File: config.mk
export PLATFORM = sky130hd
export DESIGN_NAME = otp_host
export DESIGN_NICKNAME = d
export VERILOG_FILES = /design/src/hw/otp_pkg.sv /design/src/hw/otp_host.sv
export SDC_FILE = /design/constraint.sdc
export NUM_CORES = 1
export LEC_CHECK = 0
export ABC_AREA = 1
export ABC_CLOCK_PERIOD_IN_PS = 2700
export CAP_MARGIN = 0
export CORE_MARGIN = 2
export CORE_UTILIZATION = 50
export DETAILED_ROUTE_END_ITERATION = 10
export DONT_BUFFER_PORTS = 1
export PLACE_DENSITY = 0.76
export SYNTH_ARGS = -nofsm -noshare
export SYNTH_HDL_FRONTEND = slang
export SYNTH_SLANG_ARGS = --single-unit
File: constraint.sdc
create_clock -name core_clk -period 2.7 [get_ports core_clk]
set_input_delay 0.54 -clock core_clk [delete_from_list [all_inputs] [get_ports core_clk]]
set_output_delay 0.54 -clock core_clk [all_outputs]
set_load 0.03 [all_outputs]
File: src/hw/otp_pkg.sv
// constants for the one-time-programmable memory host controller
//
// Behaviour
// [RULE1] blank array reads all ones; programming clears bits
// [RULE2] high gate voltage with select low programs
// [RULE3] host drives whole byte on data pins
// [RULE4] pulses 20 to 100 us, only as needed
// [RULE5] verify after pulse, retry until match or limit
// [RULE6] reread whole array at nominal supply afterwards
// [RULE7] select low pulses program; high inhibits, outputs float
// [RULE8] verify drives stored byte; sample after verify delay
// [RULE9] ident readout needs line nine at ident voltage
// [RULE10] line one high: line zero picks maker/part
// [RULE11] keep other address lines low during ident
// [RULE12] ident bytes have odd parity in msb
// [RULE13] line one low returns continuation code
// [RULE14] device drives data only when select and gate low
// [RULE15] gate controls only drivers; selection independent
// [RULE16] gate-to-data shorter than address/select access
// [RULE17] select high: standby, outputs float
// [RULE18] select per device, gate from system read strobe
package otp_pkg;
  localparam int unsigned CLK_HZ           = 20_000_000;
  localparam int unsigned ADDR_W           = 16;
  localparam int unsigned DATA_W           = 8;
  localparam int unsigned ADDR_NINE        = 9;
  localparam int unsigned ADDR_ONE         = 1;
  localparam int unsigned ADDR_ZERO        = 0;
  localparam int unsigned PULSE_MIN_NS     = 20_000;
  localparam int unsigned PULSE_MAX_NS     = 100_000;
  localparam int unsigned ACCESS_NS        = 90;
  localparam int unsigned GATE_NS          = 35;
  localparam int unsigned VERIFY_NS        = 1_000;
  localparam int unsigned SETUP_NS         = 2_000;
  localparam int unsigned NS_PER_S         = 1_000_000_000;
  // least times round up
  localparam int unsigned PULSE_CYC   = (PULSE_MIN_NS * (CLK_HZ / 1_000_000) + 999) / 1000;
  localparam int unsigned ACCESS_CYC  = (ACCESS_NS * (CLK_HZ / 1_000_000) + 999) / 1000;
  localparam int unsigned GATE_CYC    = (GATE_NS * (CLK_HZ / 1_000_000) + 999) / 1000;
  localparam int unsigned VERIFY_CYC  = (VERIFY_NS * (CLK_HZ / 1_000_000) + 999) / 1000;
  localparam int unsigned SETUP_CYC   = (SETUP_NS * (CLK_HZ / 1_000_000) + 999) / 1000;
  localparam int unsigned PULSE_LIMIT = 25;
  localparam logic [7:0]  BLANK_BYTE  = 8'hFF;
  localparam logic [15:0] ADDR_ZEROS  = 16'h0000;
  localparam logic [15:0] ADDR_LAST   = 16'hFFFF;
  localparam logic [1:0]  CMD_READ    = 2'h0;
  localparam logic [1:0]  CMD_PROG    = 2'h1;
  localparam logic [1:0]  CMD_IDENT   = 2'h2;
  localparam logic [1:0]  CMD_CHECK   = 2'h3;
endpackage : otp_pkg

File: src/hw/otp_host.sv
// host controller that reads, identifies and programs the one-time-programmable memory
`timescale 1ns/1ps
module otp_host #(
  parameter int unsigned PULSE_CYCLES = otp_pkg::PULSE_CYC,
  parameter int unsigned MAX_PULSES   = otp_pkg::PULSE_LIMIT,
  parameter int unsigned SETUP_CYCLES = otp_pkg::SETUP_CYC
) (
  input  wire logic                        core_clk,      // 20 MHz clock
  input  wire logic                        nrst,          // async reset, active low
  input  wire logic                        cmd_valid,     // start a command, one cycle
  input  wire logic [1:0]                  cmd_op,        // read, program, ident, array check
  input  wire logic [otp_pkg::ADDR_W-1:0]  cmd_addr,      // read or program address, or ident byte index
  input  wire logic [otp_pkg::DATA_W-1:0]  cmd_data,      // byte to program
  output logic                             busy,          // command in progress
  output logic                             done,          // command finished, one cycle
  output logic                             fail,          // mismatch after pulse limit, or non-blank byte in array check, with done
  output logic [otp_pkg::DATA_W-1:0]       rsp_data,      // byte read or identified
  output logic                             parity_ok,     // ident byte has odd parity
  output logic [otp_pkg::ADDR_W-1:0]       mem_addr,      // address pins
  output logic                             mem_sel_n,     // chip select, active low
  output logic                             mem_gate_n,    // output gate, active low
  output logic                             vpp_on,        // gate pin at programming voltage
  output logic                             ident_hv_on,   // line nine at ident voltage
  output logic                             vcc_margin,    // supply at raised program level
  input  wire logic [otp_pkg::DATA_W-1:0]  data_pins_i,   // data pins, level seen
  output logic [otp_pkg::DATA_W-1:0]       data_pins_o,   // data pins, value driven
  output logic                             data_pins_oe   // data pins driven by host
);
  import otp_pkg::*;

  initial begin
    if (PULSE_CYCLES < PULSE_CYC || PULSE_CYCLES > (PULSE_MAX_NS * (CLK_HZ / 1_000_000)) / 1000)
      $error("pulse length outside allowed range");
    if (MAX_PULSES < 1 || MAX_PULSES > 255 || SETUP_CYCLES < 1)
      $error("bad pulse limit or setup time");
  end

  typedef enum logic [2:0] {
    OTP_IDLE   = 3'b000,
    OTP_SETUP  = 3'b001,
    OTP_PULSE  = 3'b010,
    OTP_GAP    = 3'b011,
    OTP_VERIFY = 3'b100,
    OTP_ACCESS = 3'b101,
    OTP_FINISH = 3'b110
  } otp_state_e;

  otp_state_e                 state_q;
  logic [1:0]                 op_q;
  logic [DATA_W-1:0]          want_q;
  logic [DATA_W-1:0]          sync1_q;
  logic [DATA_W-1:0]          sync2_q;
  logic [19:0]                cnt_q;
  logic [7:0]                 pulses_q;
  logic                       bad_q;

  // -------------------------------------------------------------
  // pin input synchroniser
  // -------------------------------------------------------------
  always_ff @(posedge core_clk or negedge nrst) begin
    if (!nrst) begin
      sync1_q <= BLANK_BYTE;
      sync2_q <= BLANK_BYTE;
    end else begin
      sync1_q <= data_pins_i;
      sync2_q <= sync1_q;
    end
  end

  // -------------------------------------------------------------
  // sequencer
  // -------------------------------------------------------------
  // sample after access or verify delay plus two synchroniser stages
  localparam logic [19:0] READ_WAIT   = 20'(ACCESS_CYC + 2);
  localparam logic [19:0] VERIFY_WAIT = 20'(VERIFY_CYC + 2);

  always_ff @(posedge core_clk or negedge nrst) begin
    if (!nrst) begin
      state_q      <= OTP_IDLE;
      op_q         <= CMD_READ;
      want_q       <= BLANK_BYTE;
      cnt_q        <= 20'h00000;
      pulses_q     <= 8'h00;
      bad_q        <= 1'b0;
      busy         <= 1'b0;
      done         <= 1'b0;
      fail         <= 1'b0;
      rsp_data     <= BLANK_BYTE;
      parity_ok    <= 1'b0;
      mem_addr     <= ADDR_ZEROS;
      mem_sel_n    <= 1'b1;
      mem_gate_n   <= 1'b1;
      vpp_on       <= 1'b0;
      ident_hv_on  <= 1'b0;
      vcc_margin   <= 1'b0;
      data_pins_o  <= BLANK_BYTE;
      data_pins_oe <= 1'b0;
    end else begin
      done <= 1'b0;
      unique case (state_q)
        OTP_IDLE: begin
          if (cmd_valid) begin
            op_q     <= cmd_op;
            want_q   <= cmd_data;
            pulses_q <= 8'h00;
            bad_q    <= 1'b0;
            busy     <= 1'b1;
            fail     <= 1'b0;
            cnt_q    <= 20'h00000;
            unique case (cmd_op)
              CMD_PROG: begin
                mem_addr     <= cmd_addr;
                data_pins_o  <= cmd_data;   // [RULE3]
                data_pins_oe <= 1'b1;       // [RULE3]
                vcc_margin   <= 1'b1;
                vpp_on       <= 1'b1;       // [RULE2]
                state_q      <= OTP_SETUP;
              end
              CMD_IDENT: begin
                // only lines one and zero may be high besides nine
                mem_addr    <= {14'h0000, cmd_addr[ADDR_ONE], cmd_addr[ADDR_ZERO]}; // [RULE11]
                ident_hv_on <= 1'b1;        // [RULE9]
                state_q     <= OTP_SETUP;
              end
              CMD_CHECK: begin
                mem_addr <= ADDR_ZEROS;     // [RULE6]
                state_q  <= OTP_SETUP;
              end
              default: begin
                mem_addr <= cmd_addr;
                state_q  <= OTP_SETUP;
              end
            endcase
          end
        end
        OTP_SETUP: begin
          // let voltages and address settle before selecting
          if (cnt_q >= 20'(SETUP_CYCLES - 1)) begin
            cnt_q <= 20'h00000;
            if (op_q == CMD_PROG) begin
              mem_sel_n <= 1'b0;            // [RULE7]
              state_q   <= OTP_PULSE;
            end else begin
              mem_sel_n  <= 1'b0;           // [RULE18]
              mem_gate_n <= 1'b0;           // [RULE14]
              state_q    <= OTP_ACCESS;
            end
          end else begin
            cnt_q <= cnt_q + 20'h00001;
          end
        end
        OTP_PULSE: begin
          if (cnt_q >= 20'(PULSE_CYCLES - 1)) begin // [RULE4]
            mem_sel_n <= 1'b1;
            cnt_q     <= 20'h00000;
            pulses_q  <= pulses_q + 8'h01;
            state_q   <= OTP_GAP;
          end else begin
            cnt_q <= cnt_q + 20'h00001;
          end
        end
        OTP_GAP: begin
          // leave programming voltage, release data pins, then verify
          if (cnt_q >= 20'(SETUP_CYCLES - 1)) begin
            cnt_q      <= 20'h00000;
            mem_sel_n  <= 1'b0;             // [RULE8]
            mem_gate_n <= 1'b0;             // [RULE8]
            state_q    <= OTP_VERIFY;
          end else begin
            if (cnt_q == 20'h00000) begin
              vpp_on       <= 1'b0;
              data_pins_oe <= 1'b0;
            end
            cnt_q <= cnt_q + 20'h00001;
          end
        end
        OTP_VERIFY: begin
          if (cnt_q >= VERIFY_WAIT) begin   // [RULE8]
            cnt_q      <= 20'h00000;
            mem_sel_n  <= 1'b1;
            mem_gate_n <= 1'b1;
            rsp_data   <= sync2_q;
            if (sync2_q == want_q) begin    // [RULE5]
              state_q <= OTP_FINISH;
            end else if (pulses_q >= 8'(MAX_PULSES)) begin // [RULE5]
              fail    <= 1'b1;
              state_q <= OTP_FINISH;
            end else begin
              // one more pulse only while the byte still differs
              vpp_on       <= 1'b1;         // [RULE4]
              data_pins_oe <= 1'b1;
              state_q      <= OTP_SETUP;
            end
          end else begin
            cnt_q <= cnt_q + 20'h00001;
          end
        end
        OTP_ACCESS: begin
          if (cnt_q >= READ_WAIT) begin     // [RULE16]
            cnt_q    <= 20'h00000;
            rsp_data <= sync2_q;
            // odd parity across all eight bits
            parity_ok <= ^sync2_q;          // [RULE12]
            if (op_q == CMD_CHECK) begin
              // blank array check: any cleared bit is reported
              if (sync2_q != BLANK_BYTE)
                bad_q <= 1'b1;              // [RULE1]
              if (mem_addr == ADDR_LAST) begin
                mem_sel_n  <= 1'b1;
                mem_gate_n <= 1'b1;
                fail       <= bad_q | (sync2_q != BLANK_BYTE);
                state_q    <= OTP_FINISH;
              end else begin
                // keep select low, step address for next access
                mem_addr <= mem_addr + 16'h0001; // [RULE6]
              end
            end else begin
              mem_sel_n  <= 1'b1;           // [RULE17]
              mem_gate_n <= 1'b1;           // [RULE15]
              state_q    <= OTP_FINISH;
            end
          end else begin
            cnt_q <= cnt_q + 20'h00001;
          end
        end
        OTP_FINISH: begin
          ident_hv_on <= 1'b0;
          vcc_margin  <= 1'b0;
          vpp_on      <= 1'b0;
          data_pins_oe <= 1'b0;
          busy        <= 1'b0;
          done        <= 1'b1;
          state_q     <= OTP_IDLE;
        end
        default: state_q <= OTP_IDLE;
      endcase
    end
  end
endmodule : otp_host

==> impl_metrics.py <==
metrics = {
    "outcome": {
        "status": "completed",
    },
    "critical_path": {
        "critPathMaxStageDelay_ns": 0.59,
        "worstPathArrival_ns": 2.51,
        "r2r_setup_slack_ns": 0.46,
        "crit_family": "simple AND/OR/NAND/NOR gates",
        "r2r-end": "mem_addr[8]",
        "timing.critical_path.buf_inv": 2,
        "path_depth": 12,
        "r2r_cells": 12,
        "path_cells": "ha_1 -> nand2_1 -> inv_2 -> nand2_1 -> nor2_2 -> nand3_2 -> nor2_1 -> nand3_1 -> nand3_4 -> inv_4 -> nand2_1 -> nand2_1",
        "cp_data_required_time_ns": 2.96,
        "setup.worst_path.start_class": "flip-flop",
        "r2r-start": "mem_addr[0]",
        "crit_path_end_kind": "flip-flop",
        "crit_start": "mem_addr[0]",
        "cp-endpoint": "mem_addr[8]",
        "path_class": "reg2reg",
        "crit_top_cell": "nand2_1",
        "critical_path_peak_fanout": 19,
        "crit_slowest_cell": "dfrtp_1",
    },
    "cells_and_area": {
        "area_growth_pct": 6.99,
        "nNetsFinal": 698,
        "diodes": 0,
        "layout.cells.non_filler": 788,
        "final_cell_area_mm2": 0.00546,
        "drive_gt1_share_pct": 12.8,
        "fill_cells": 917,
        "multi_input_area_mm2": 0.00218,
        "regArea_mm2": 0.00253,
    },
    "die": {
        "start_util_pct": 51.9,
        "die_h_um": 105,
        "dieArea_mm2": 0.0110,
        "num_rows": 36,
        "fp.coreArea_mm2": 0.00982,
        "io_pins": 79,
        "die_w_um": 105,
    },
    "pwr": {
        "p_total_uw": 5850,
        "p_per_area_mw_per_mm2": 1070,
        "leakage_uw": 0.00268,
        "irDropWorstVdd_mv": 0.474,
        "power_frac_clock_pct": 16.7,
        "p_int_uw": 3030,
        "p_seq_share_pct": 52.9,
        "power_switching_uw": 2810,
        "power_switching_share_pct": 48.1,
        "combPwrFrac_pct": 30.4,
    },
    "run": {
        "maxCapViolCount": 0,
    },
    "routing": {
        "drt_first_pass_iters": 5,
        "drt-initial-drc-count": 226,
        "dr_wl_met3_um": 647,
        "antenna_left": 0,
        "drc": 0,
        "via_per_inst": 5.27,
        "wl_met1_um": 4900,
        "vias": 4152,
        "wl_met2_um": 5750,
        "top_layer_used": "met4",
        "wire_per_inst_um": 14.5,
        "wl_um": 11500,
    },
    "synthesis": {
        "synthMostInstantiatedCell": "nand2_1",
        "ys_types": 39,
        "ys.flop_type": "dfrtp_1",
        "ys_seq_area_share_pct": 49.6,
        "ys_warn_count": 0,
        "synthesis.area_mm2": 0.00510,
        "ys_ff_latch": 99,
        "ys_async_sr_fraction_pct": 100,
        "syn_avg_cell_area_um2": 7.87,
        "synth_xor_xnor_area_share_pct": 2.75,
        "netlist_top_cells_count": "nand2_1, inv_1, dfrtp_1, nor2_1",
        "synth_top_family_by_area": "simple AND/OR/NAND/NOR gates",
        "synth.mux.area_fraction_pct": 0,
        "synth_compound_area_share_pct": 7.48,
        "synth.net_count": 696,
        "synth_top_area_share_pct": 28.0,
        "syn_inst": 648,
        "yosys.area_share.simple_pct": 29.8,
        "synthAdderAreaFrac_pct": 2.70,
        "yosys.area.top_type": "dfrtp_1",
        "synth_edf_count": 0,
        "ys_top_cells_by_area": "dfrtp_1, dfstp_2, nand2_1, inv_1, nor2_1",
    },
    "timing": {
        "finClkSkew_ns": 0.0110,
        "final_min_period_over_clock_period_pct": 83.1,
        "finalCriticalPeriod_ns": 2.24,
        "final_hold_viol_count": 0,
        "setup_viol": 0,
        "rsz0062_at_grt": "false",
        "fin_tns_setup_ns": 0,
        "worst_pin_slew_ns": 0.594,
        "clock.fmax_ghz": 0.446,
        "finalWorstSetupSlack_ns": 0.456,
        "relSlewSlack_pct": 60.3,
        "slew_violations": 0,
    },
    "min_path": {
        "hold_path_class": "in2async",
    },
    "grt": {
        "grt_start_max_net_pins": 90,
        "grt_pass1_wl_um": 19300,
        "grt_usage_pct": 21.6,
        "grt_antenna_before_repair": 0,
        "overflow": 0,
        "grt_pass1_vias": 4080,
    },
    "placed_design": {
        "gp_congestion": 0.901,
        "place_hpwl_um": 8180,
        "placedCellCount": 770,
        "port_buffers": 0,
        "placed_cell_area_mm2": 0.00520,
        "dp_slack_ns": 0.491,
    },
    "clocking": {
        "cts.sinks": 99,
        "hold_buffers": 2,
        "cts_resized": 0,
        "cts_setup_buffers": 0,
        "root_buffer": "clkbuf_8",
        "clk_path_buf_depth": 2,
        "clk_pin_slew_ns": 0.11,
        "htree_levels": 3,
        "insertion_delay_ns": 0.37,
        "cts_buffers": 9,
        "cts_tree": "built",
    },
}
[power by group through the flow]
stage               registers [µW]  clock network, µW  logic [µW]
finish                        3090                978        1770
global route                  3160               1070        2050
CTS                           3100               1000        1770
detailed placement            3120                  0        1730
global placement              3110                  0        1670
floorplan                     2960                  0        1460
[logic make-up (layout without fill, tap and decap cells)]
logic type      Yosys count  after routing
compound gates           70             70
xor+xnor                 16             16
fa+ha+maj                11             11
buf+inv                  95            102
flops                    99             99
simple gates            357            357
[flip-flops by register name, summed over array words and instances (netlist names)]
register      count
data_pins_oe      1
want_q            8
pulses_q          8
bad_q             1
state_q           3
fail              1
mem_addr         16
ident_hv_on       1
sync2_q           8
mem_sel_n         1
parity_ok         1
busy              1
data_pins_o       8
done              1
vcc_margin        1
op_q              2
sync1_q           8
cnt_q            20
rsp_data          8
mem_gate_n        1
[worst register-to-register path, stage by stage (launching register included)]
cell and delay, ns:
dfrtp_1 0.59, ha_1 0.24, nand2_1 0.09, inv_2 0.08
nand2_1 0.06, nor2_2 0.18, nand3_2 0.12, nor2_1 0.13
nand3_1 0.14, nand3_4 0.24, inv_4 0.13, nand2_1 0.09
nand2_1 0.05
[layout make-up]
type	instances	area share, %
Sequential cell	99	46.4
Tap cell	133	3.05
Timing Repair Buffer	5	1.10
Inverter	81	5.62
Clock buffer	9	2.27
Multi-Input combinational cell	454	39.9
Clock inverter	7	1.72
[layout by cell type, fill, tap and decap left out, drive strengths merged, types with 2 or more instances in the layout]
master  instances
nand2         226
buf             4
nand3          36
inv            82
nand4          12
dfstp          42
nor3            5
xnor2          12
o211ai          2
a31oi           4
a21oi          15
clkinv          6
xor2            4
nand3b          4
o21bai          3
dfrtp          57
clkbuf          9
o21ai          43
and3            5
or2             3
ha             11
nor2           64
[worst min-delay path by stage]
stage,end,slack (ns),cells after the start
floorplan,bad_q,0.24,0
global placement,vcc_margin,0.25,0
detailed placement,vcc_margin,0.25,0
CTS,mem_addr[1],0.09,1
global route,bad_q,0.09,1
finish,mem_addr[11],0.07,1
[metal layers]
layer | up-vias | global-route usage, %
met5 | - | 0
met4 | 0 | 6.48
met3 | 15 | 4.05
met2 | 130 | 36.5
met1 | 1968 | 28.1
li1 | 2039 | -
[per-stage QoR]
step                hold slack, ns  util, %
global placement             0.250     53.0
finish                      0.0738     55.6
floorplan                    0.244        -
CTS                         0.0860     55.6
global route                0.0921     55.6
detailed placement           0.248     53.0
Power figures use the tool's default switching activity.
